**src/jhc_pkg.sv**
```systemverilog
// Package with constants and carrier types for the jabber, heartbeat and collision logic
package jhc_pkg;
   // Clock rate in kHz; every count below derives from it
   localparam int unsigned CLK_KHZ = 10000;
   // Times in their printed units
   localparam int unsigned JAB_FAULT_MS = 20;
   localparam int unsigned UNJAB_MS = 500;
   localparam int unsigned HB_DELAY_NS = 1100;
   localparam int unsigned HB_LEN_NS = 1000;
   localparam int unsigned TX_GLITCH_NS = 20;
   localparam int unsigned TX_OFF_NS = 300;
   localparam int unsigned RX_OFF_NS = 200;
   localparam int unsigned RX_HOLD_NS = 1000;
   // Cycle counts: least times round up, longest times round down, never below one
   localparam int unsigned JAB_FAULT_CYC = JAB_FAULT_MS * CLK_KHZ;
   localparam int unsigned UNJAB_CYC = UNJAB_MS * CLK_KHZ;
   localparam int unsigned HB_DELAY_CYC = (HB_DELAY_NS * CLK_KHZ + 999999) / 1000000;
   localparam int unsigned HB_LEN_CYC = (HB_LEN_NS * CLK_KHZ) / 1000000;
   localparam int unsigned TX_GLITCH_RAW = (TX_GLITCH_NS * CLK_KHZ + 999999) / 1000000;
   localparam int unsigned TX_GLITCH_CYC = (TX_GLITCH_RAW < 1) ? 1 : TX_GLITCH_RAW;
   localparam int unsigned TX_OFF_CYC = (TX_OFF_NS * CLK_KHZ + 999999) / 1000000;
   localparam int unsigned RX_OFF_CYC = (RX_OFF_NS * CLK_KHZ + 999999) / 1000000;
   localparam int unsigned RX_HOLD_CYC = (RX_HOLD_NS * CLK_KHZ) / 1000000;
   // Counter widths
   localparam int unsigned LONG_W = 24;
   localparam int unsigned SHORT_W = 8;

   // Levels seen by the squelch and collision comparators
   typedef struct packed {
      logic tx_below_squelch;  // Transmit input below -175 mV
      logic rx_below_squelch;  // Filtered coax level below squelch threshold
      logic rx_data_high;      // Receive data at high level
      logic coll_detect;       // Data more negative than shield by threshold
   } jhc_levels_t;

   // Status seen by the station side
   typedef struct packed {
      logic tx_enabled;
      logic rx_active;
      logic jabber;
      logic heartbeat;
      logic collision;
   } jhc_status_t;

   typedef enum logic [1:0] {JAB_IDLE, JAB_FAULT, JAB_UNJAB} jhc_jab_state_t;
   typedef enum logic [1:0] {RX_OFF, RX_ON, RX_QUIET} jhc_rx_state_t;
endpackage

```
**src/jhc_down_timer.sv**
```systemverilog
// Loadable down counter that reports expiry
`timescale 1ns/1ps
module jhc_down_timer #(parameter int unsigned W = 8)
(
   // Clock and reset
   input wire logic ref_clk,
   input wire logic rst,
   // Control
   input wire logic load,
   input wire logic [W-1:0] load_val,
   // Status
   output logic expired
);
   logic [W-1:0] cnt_ff;

   // Counts down to zero and rests there
   always_ff @(posedge ref_clk or posedge rst)
   begin
      if (rst)
         cnt_ff <= '0;
      else if (load)
         cnt_ff <= load_val;
      else if (cnt_ff != '0)
         cnt_ff <= cnt_ff - 1'b1;
   end

   assign expired = (cnt_ff == '0);
endmodule

```
**src/jhc_osc_gate.sv**
```systemverilog
// Gates a 5 MHz square wave (half the 10 MHz clock) onto a differential pair with zero idle
`timescale 1ns/1ps
module jhc_osc_gate
(
   // Clock and reset
   input wire logic ref_clk,
   input wire logic rst,
   // Control
   input wire logic enable,
   // Pair outputs
   output logic pair_p,
   output logic pair_n
);
   logic phase_ff;
   logic en_ff;

   // Square wave toggles each rising edge; half rate is the best one clock allows
   always_ff @(posedge ref_clk or posedge rst)
   begin
      if (rst)
      begin
         phase_ff <= 1'b0;
         en_ff <= 1'b0;
      end
      else
      begin
         phase_ff <= enable ? ~phase_ff : 1'b0;
         en_ff <= enable;
      end
   end

   // Both legs low when idle gives zero differential
   assign pair_p = en_ff & phase_ff;
   assign pair_n = en_ff & ~phase_ff;
endmodule

```
**src/jhc_top.sv**
```systemverilog
// Jabber timer, heartbeat, collision gating and squelch timing of the coax transceiver
//
// Overview of operation
// Block transmit after 20 ms continuous activity
// Collision output asserted throughout jabber fault
// Hold transmitter off 500 ms after fault
// Station keeps transmit idle during unjab
// Heartbeat burst 1.1 us after transmit, 1 us
// Heartbeat suppressed when enable input disables
// Enable input low means heartbeat enabled
// All jabber timing from 10 MHz clock
// Collision pair carries oscillator when active
// Collision pair idles at zero differential
// Collision flagged from filtered level comparison
// Transmit squelch ignores short or shallow pulses
// Transmitter off after 300 ns above squelch
// Receiver on when filtered level below squelch
// Receiver quick off after 200 ns high
// Stay off only if level rises within 1 us
// Receive pair idles at zero differential
// Activity counter clears on early transmit stop
`timescale 1ns/1ps
module jhc_top
(
   // Clock and reset
   input wire logic ref_clk,
   input wire logic rst,
   // Comparator levels from the analog front end
   input wire jhc_pkg::jhc_levels_t levels,
   // Data from the station and the coax
   input wire logic tx_data,
   input wire logic rx_data,
   // Heartbeat enable pin: 0 is ground (enabled), 1 is negative supply (disabled)
   input wire logic heartbeat_enable,
   // Coax side
   output logic coax_transmit_out,
   output logic coax_transmit_en,
   // Station side pairs
   output logic rx_out_p,
   output logic rx_out_n,
   output logic collision_out_pair_p,
   output logic collision_out_pair_n,
   // Status
   output jhc_pkg::jhc_status_t status
);
   logic [jhc_pkg::SHORT_W-1:0] glitch_cnt_ff;
   logic tx_active_ff;
   logic [jhc_pkg::SHORT_W-1:0] txoff_cnt_ff;
   logic [jhc_pkg::LONG_W-1:0] jab_cnt_ff;
   jhc_pkg::jhc_jab_state_t jab_state_ff;
   logic hb_arm_ff;
   logic hb_burst_ff;
   logic hb_load;
   logic hb_expired;
   jhc_pkg::jhc_rx_state_t rx_state_ff;
   logic [jhc_pkg::SHORT_W-1:0] rxhigh_cnt_ff;
   logic [jhc_pkg::SHORT_W-1:0] rxhold_cnt_ff;
   logic tx_out_ff;
   logic tx_en_ff;
   logic rx_p_ff;
   logic rx_n_ff;
   logic coll_ff;
   logic tx_allowed;
   logic tx_end;
   logic coll_enable;

   // Saturating increment shared by the glitch, transmit-off and receive-high counters
   function automatic logic [jhc_pkg::SHORT_W-1:0] sat_inc(
      input logic [jhc_pkg::SHORT_W-1:0] v);
      sat_inc = (v == '1) ? v : v + 1'b1;
   endfunction

   // Transmit squelch: a negative pulse must last the glitch time before turn-on
   always_ff @(posedge ref_clk or posedge rst)
   begin
      if (rst)
         glitch_cnt_ff <= '0;
      else if (levels.tx_below_squelch)
         glitch_cnt_ff <= sat_inc(glitch_cnt_ff);
      else
         glitch_cnt_ff <= '0;
   end

   // Time spent above squelch while a packet is active
   always_ff @(posedge ref_clk or posedge rst)
   begin
      if (rst)
         txoff_cnt_ff <= '0;
      else if (!tx_active_ff || levels.tx_below_squelch)
         txoff_cnt_ff <= '0;
      else
         txoff_cnt_ff <= sat_inc(txoff_cnt_ff);
   end

   // Packet ends once the line has sat above squelch for the off time
   assign tx_end = tx_active_ff && (txoff_cnt_ff >= jhc_pkg::SHORT_W'(jhc_pkg::TX_OFF_CYC));

   // Transmit activity flag
   always_ff @(posedge ref_clk or posedge rst)
   begin
      if (rst)
         tx_active_ff <= 1'b0;
      else if (tx_end)
         tx_active_ff <= 1'b0;
      else if (glitch_cnt_ff >= jhc_pkg::SHORT_W'(jhc_pkg::TX_GLITCH_CYC))
         tx_active_ff <= 1'b1;
   end

   // Jabber state machine counts cycles of the 10 MHz clock
   always_ff @(posedge ref_clk or posedge rst)
   begin
      if (rst)
      begin
         jab_state_ff <= jhc_pkg::JAB_IDLE;
         jab_cnt_ff <= '0;
      end
      else
      begin
         unique case (jab_state_ff)
            jhc_pkg::JAB_IDLE:
            begin
               if (!tx_active_ff)
                  jab_cnt_ff <= '0;
               else if (jab_cnt_ff >= jhc_pkg::LONG_W'(jhc_pkg::JAB_FAULT_CYC))
               begin
                  jab_state_ff <= jhc_pkg::JAB_FAULT;
                  jab_cnt_ff <= '0;
               end
               else
                  jab_cnt_ff <= jab_cnt_ff + 1'b1;
            end
            jhc_pkg::JAB_FAULT:
            begin
               // Fault lasts while the station keeps driving
               if (!tx_active_ff)
               begin
                  jab_state_ff <= jhc_pkg::JAB_UNJAB;
                  jab_cnt_ff <= '0;
               end
            end
            jhc_pkg::JAB_UNJAB:
            begin
               // The station must stay idle here; activity restarts nothing
               if (jab_cnt_ff >= jhc_pkg::LONG_W'(jhc_pkg::UNJAB_CYC - 1))
               begin
                  jab_state_ff <= jhc_pkg::JAB_IDLE;
                  jab_cnt_ff <= '0;
               end
               else
                  jab_cnt_ff <= jab_cnt_ff + 1'b1;
            end
         endcase
      end
   end

   // Only the idle jabber state lets the transmitter drive
   assign tx_allowed = (jab_state_ff == jhc_pkg::JAB_IDLE);

   // Transmit drive follows station data only while allowed
   always_ff @(posedge ref_clk or posedge rst)
   begin
      if (rst)
      begin
         tx_out_ff <= 1'b0;
         tx_en_ff <= 1'b0;
      end
      else
      begin
         tx_out_ff <= tx_allowed && tx_active_ff && tx_data;
         // Enable spans the whole packet, not each data bit
         tx_en_ff <= tx_allowed && tx_active_ff;
      end
   end

   // Registered drive and enable go straight to the coax pins
   assign coax_transmit_out = tx_out_ff;
   assign coax_transmit_en = tx_en_ff;

   // Heartbeat is armed by the end of a good transmission; pin low enables it
   assign hb_load = tx_end && tx_allowed && !heartbeat_enable;

   jhc_down_timer #(.W(jhc_pkg::SHORT_W)) u_hb_timer
   (
      .ref_clk(ref_clk),
      .rst(rst),
      .load(hb_load || (hb_arm_ff && hb_expired)),
      .load_val(hb_arm_ff ? jhc_pkg::SHORT_W'(jhc_pkg::HB_LEN_CYC)
                          : jhc_pkg::SHORT_W'(jhc_pkg::HB_DELAY_CYC)),
      .expired(hb_expired)
   );

   // Delay phase then burst phase of the heartbeat
   always_ff @(posedge ref_clk or posedge rst)
   begin
      if (rst)
      begin
         hb_arm_ff <= 1'b0;
         hb_burst_ff <= 1'b0;
      end
      else if (hb_load)
      begin
         hb_arm_ff <= 1'b1;
         hb_burst_ff <= 1'b0;
      end
      else if (hb_arm_ff && hb_expired)
      begin
         hb_arm_ff <= 1'b0;
         hb_burst_ff <= 1'b1;
      end
      else if (hb_burst_ff && hb_expired)
         hb_burst_ff <= 1'b0;
   end

   // Collision comparator result registered
   always_ff @(posedge ref_clk or posedge rst)
   begin
      if (rst)
         coll_ff <= 1'b0;
      else
         coll_ff <= levels.coll_detect;
   end

   // Unjab adds no drive to the pair; of the jabber states only a live fault drives it
   assign coll_enable = coll_ff || (jab_state_ff == jhc_pkg::JAB_FAULT) || hb_burst_ff;

   jhc_osc_gate u_coll_gate
   (
      .ref_clk(ref_clk),
      .rst(rst),
      .enable(coll_enable),
      .pair_p(collision_out_pair_p),
      .pair_n(collision_out_pair_n)
   );

   // Count time receive data sits high, for the quick turn-off
   always_ff @(posedge ref_clk or posedge rst)
   begin
      if (rst)
         rxhigh_cnt_ff <= '0;
      else if (rx_data && rx_state_ff == jhc_pkg::RX_ON)
         rxhigh_cnt_ff <= sat_inc(rxhigh_cnt_ff);
      else
         rxhigh_cnt_ff <= '0;
   end

   // Receiver squelch state machine
   always_ff @(posedge ref_clk or posedge rst)
   begin
      if (rst)
      begin
         rx_state_ff <= jhc_pkg::RX_OFF;
         rxhold_cnt_ff <= '0;
      end
      else
      begin
         unique case (rx_state_ff)
            jhc_pkg::RX_OFF:
               if (levels.rx_below_squelch)
                  rx_state_ff <= jhc_pkg::RX_ON;
            jhc_pkg::RX_ON:
               if (rxhigh_cnt_ff >= jhc_pkg::SHORT_W'(jhc_pkg::RX_OFF_CYC))
               begin
                  rx_state_ff <= jhc_pkg::RX_QUIET;
                  rxhold_cnt_ff <= '0;
               end
            jhc_pkg::RX_QUIET:
            begin
               // Dribble bits are dropped here; a real packet keeps the level low
               if (!levels.rx_below_squelch)
                  rx_state_ff <= jhc_pkg::RX_OFF;
               else if (rxhold_cnt_ff >= jhc_pkg::SHORT_W'(jhc_pkg::RX_HOLD_CYC - 1))
                  rx_state_ff <= jhc_pkg::RX_ON;
               else
                  rxhold_cnt_ff <= rxhold_cnt_ff + 1'b1;
            end
         endcase
      end
   end

   // Receive pair carries data when on, both legs low otherwise
   always_ff @(posedge ref_clk or posedge rst)
   begin
      if (rst)
      begin
         rx_p_ff <= 1'b0;
         rx_n_ff <= 1'b0;
      end
      else
      begin
         rx_p_ff <= (rx_state_ff == jhc_pkg::RX_ON) && rx_data;
         rx_n_ff <= (rx_state_ff == jhc_pkg::RX_ON) && !rx_data;
      end
   end

   // Registered pair straight to the pins
   assign rx_out_p = rx_p_ff;
   assign rx_out_n = rx_n_ff;

   // Status view; jabber shows the live fault, unjab shows as transmit disabled
   assign status = '{
      tx_enabled: tx_allowed,
      rx_active: (rx_state_ff == jhc_pkg::RX_ON),
      jabber: (jab_state_ff == jhc_pkg::JAB_FAULT),
      heartbeat: hb_burst_ff,
      collision: coll_ff
   };
endmodule
```
**config.mk**
```make
export PLATFORM = sky130hd
export DESIGN_NAME = jhc_top
export DESIGN_NICKNAME = d
export VERILOG_FILES = /design/src/jhc_pkg.sv /design/src/jhc_down_timer.sv /design/src/jhc_osc_gate.sv /design/src/jhc_top.sv
export SDC_FILE = /design/constraint.sdc
export NUM_CORES = 1
export LEC_CHECK = 0
export BUFFER_PORTS_ARGS = -buffer_cell sky130_fd_sc_hd__buf_4
export CELL_PAD_IN_SITES_DETAIL_PLACEMENT = 1
export CELL_PAD_IN_SITES_GLOBAL_PLACEMENT = 1
export CORE_MARGIN = 10
export CORE_UTILIZATION = 35
export DETAILED_ROUTE_END_ITERATION = 8
export MAX_ROUTING_LAYER = met4
export PLACE_DENSITY_LB_ADDON = 0.1
export SLEW_MARGIN = 20
export SYNTH_ARGS = -nofsm -noshare
export SYNTH_HDL_FRONTEND = slang
export SYNTH_SLANG_ARGS = --single-unit
```
**constraint.sdc**
```tcl
create_clock -name ref_clk -period 6.7 [get_ports ref_clk]
set_clock_uncertainty 0.15 [all_clocks]
set_input_delay 0 -clock ref_clk [delete_from_list [all_inputs] [get_ports ref_clk]]
set_output_delay 0 -clock ref_clk [all_outputs]
set_load 0.01 [all_outputs]
```
==> flow_summary.yaml <==
run_status:
  status: "finished clean"
clock_tree:
  cts_root_buf: "clkbuf_16"
  clk_latency_ns: 0.34
  cts-resized-gates: 0
  cts_made_buffers: 9
  clock_path_buffers: 2
  cts_max_level: 3
  clock-sinks: 78
  clk_pin_slew_ns: 0.06
  cts_tree: "done"
job:
  maxCapViolCount: 0
setup_path:
  cp.arrival_ns: 2.65
  ff2ff_setup_slack_ns: 4.10
  cpMaxStageDelayCell: "a32oi_2"
  path_class: "flop to flop"
  reg2reg_depth: 6
  slowest_delay_ns: 0.58
  cp_top_family: "compound AO/OA/AOI/OAI gates"
  rr_endpoint: "jab_cnt_ff[7]"
  critPathLaunchType: "flop"
  crit_fanout: 15
  worstPathRequired_ns: 6.75
  r2r_start: "jab_cnt_ff[10]"
  path_buf_inv: 1
  startpoint: "jab_cnt_ff[10]"
  worst_path_most_repeated_cell: "nand2_1"
  cp_cell_sequence: "nand2_1, o31ai_1, nand2_1, a32oi_2, buf_4, a21boi_0"
  critical_path_depth: 6
  endpoint_kind: "flop"
final_layout:
  drive_above_1_share: 0.151
  fin_nets: 469
  area_growth_syn_to_layout_pct: 14.6
  final_cells: 596
  diodes: 0
synthesis:
  yosys_warnings: 0
  synth_top_area_frac: 0.462
  synth-simple-area-share: 0.231
  synthAdderAreaFrac: 0.0444
  syn_area_per_cell_sq_um: 9.97
  synth-edff-count: 0
  synth_xor_area_frac: 0.0788
  async_flop_share: 1.00
  ys_seq_area_frac: 0.462
  syn-num-nets: 448
  ys_top_cells_by_area: "dfrtp_1 46%, xnor2_1 5.6%, ha_1 4.4%, nor2_1 3.8%, a21oi_2 3.7%"
  yosysTopAreaCell: "dfrtp_1"
  synth_ff_type: "dfrtp_1"
  ys_ff_latch: 78
  synth_top_family_by_area: "simple AND/OR/NAND/NOR gates"
  synthDistinctLibCells: 59
  synth_compound_area_frac: 0.117
  muxShareOfSynthArea: 0.0145
  synthCells: 424
  netlist_area_sq_um: 4230
floorplanning:
  rows: 40
  die-area_sq_um: 16900
  die_w_um: 130
  start_util: 0.355
  core_area_sq_um: 11900
  io_pins: 20
  die_h_um: 130
power_and_ir_drop:
  max-vdd-ir-drop_uv: 138
  power_frac_seq: 0.397
  p_comb_frac: 0.242
  powerDensity_nw_per_um2: 327
  p_sw_w: 0.000501
  clkPwrFrac: 0.360
  p_int_w: 0.00108
  p_sw_frac: 0.316
  power.leakage_nw: 2.07
timing:
  slew_headroom: 0.464
  finalCriticalPeriod_ns: 2.60
  timing.final.crit_share: 0.389
  drv_slew: 0
  worst_pin_slew_ns: 0.798
  tns_ns: 0
  setup_viol: 0
  rsz0062_at_grt: "false"
  max_clock_freq_ghz: 0.384
  hold_viol: 0
placed_design:
  place.gp.congestion: 0.767
  dpl.hpwl_mm: 6.41
  place_inst: 575
  portBuffers: 18
drt:
  drcViolationCount: 0
  drt-total-wl_mm: 9.23
  ant_nets: 0
  vias_per_cell: 5.22
  wl_per_cell_um: 15.5
  first_pass_iters: 4
  drtIter0Drc: 150
  vias: 3113
global_routing:
  grt_pass1_vias: 3223
  grt_use_total: 0.122
  overflow: 0
  antenna_found_initial: 0
  grt_max_degree: 79
  grt_pass1_wl_mm: 16.1
worst_hold_path:
  hold_class: "primary input to flop"
  hold_start: "heartbeat_enable"
  min_to: "hb_burst_ff"
  hold_depth: 3
-- worst max-delay path by stage --
| stage | endpoint |
|---|---|
| 5_1_grt | jab_cnt_ff[7] |
| 6_report | jab_cnt_ff[7] |
| 4_1_cts | jab_cnt_ff[7] |
| 3_5_place_dp | jab_cnt_ff[7] |
| 2_1_floorplan | coax_transmit_en |
| 3_3_place_gp | jab_cnt_ff[7] |
-- Yosys cell counts, types with 3 or more instances --
library cell and count:
a21oi_2 18, ha_1 15, or4_1 3, xnor2_1 27, and4_1 4, nor2b_1 10
nand2_1 32, nor2_1 43, buf_4 4, mux2i_1 5, nor4_1 14, nor3_1 18
inv_1 21, or3_1 5, nand4_1 10, clkbuf_1 5, nand3_1 14, a21oi_1 13
o21ai_0 8, a211oi_1 3, and3_1 8, dfrtp_1 78, nand2b_1 3, buf_6 4
and2_1 5, xor2_1 11
-- layout make-up --
class,instances,area (sq um)
Fill cell,1339,7070
Multi-Input combinational cell,308,2060
Sequential cell,78,1950
Clock buffer,10,239
Timing Repair Buffer,27,221
Tap cell,147,184
Clock inverter,5,106
Inverter,21,80.1
-- per-stage QoR --
stage,utilization,setup slack [ns],total power (W),cell area [sq um],hold slack [ns]
2_1_floorplan,-,4.55,0.000916,4230,-0.119
3_3_place_gp,0.372,4.07,0.00101,4430,-0.0387
3_5_place_dp,0.372,4.05,0.00103,4430,-0.0338
4_1_cts,0.406,4.05,0.00162,4840,0.0382
5_1_grt,0.407,3.85,0.00170,4840,0.0825
6_report,0.407,4.10,0.00158,4840,0.0410
-- logic make-up after synthesis --
kind of cell,count (synthesis)
fa+ha+maj,15
simple gates,185
mux,6
compound gates,64
buf+inv,38
flops,78
xor+xnor,38
-- cell usage in the layout (no fill, tap or decap), types with 4 or more instances in the layout --
cell,count
dfrtp_1,78
o21ai_0,8
or3_1,5
clkbuf_16,9
and3_1,8
nand4_1,10
nor2b_1,10
xor2_1,11
a21oi_2,18
nand2_1,32
a21oi_1,13
nor2_1,43
and4_1,4
buf_4,20
nor4_1,14
mux2i_1,5
nor3_1,18
and2_1,5
dlygate4sd3_1,6
xnor2_1,27
inv_1,20
nand3_1,14
ha_1,15
-- sequential cells by signal, indices dropped and copies added, names as in the netlist --
signal / count
txoff_cnt_ff: 8
hb_burst_ff: 1
rx_out_p: 1
rx_state_ff: 2
hb_arm_ff: 1
u_coll_gate.phase_ff: 1
rx_out_n: 1
jab_cnt_ff: 24
coll_ff: 1
coax_transmit_out: 1
rxhigh_cnt_ff: 8
jab_state_ff: 2
tx_active_ff: 1
u_hb_timer.cnt_ff: 8
coax_transmit_en: 1
u_coll_gate.en_ff: 1
rxhold_cnt_ff: 8
glitch_cnt_ff: 8
-- routing by layer --
metal | wire (um) | up-vias | global-route usage
met3 | 172 | 15 | 0.0195
met4 | 167 | 0 | 0.0536
met5 | 0 | - | -
met1 | 4380 | 1559 | 0.152
met2 | 4510 | 23 | 0.195
li1 | - | 1516 | -
-- worst reg2reg max path: cells and delay by family (launching register included) --
kind | cells | cell delay (ns)
buffers and inverters | 1 | 0.43
flip-flops | 1 | 0.48
AND/OR/NAND/NOR | 2 | 0.26
AO/OA/AOI/OAI | 3 | 1.15
-- power groups by stage --
stage	clock (W)	combinational [W]	sequential, W
finish	0.000571	0.000384	0.000630
global route	0.000609	0.000440	0.000647
CTS	0.000587	0.000397	0.000632
detailed placement	0	0.000390	0.000640
global placement	0	0.000377	0.000636
floorplan	0	0.000301	0.000615
-- what timing repair did --
action	in CTS	in global routing
buffers inserted	0	0
hold buffers	6	0
hold endpoints to repair	96	0
setup endpoints to repair	0	0
Note: power is estimated with default switching activity, not from simulation.
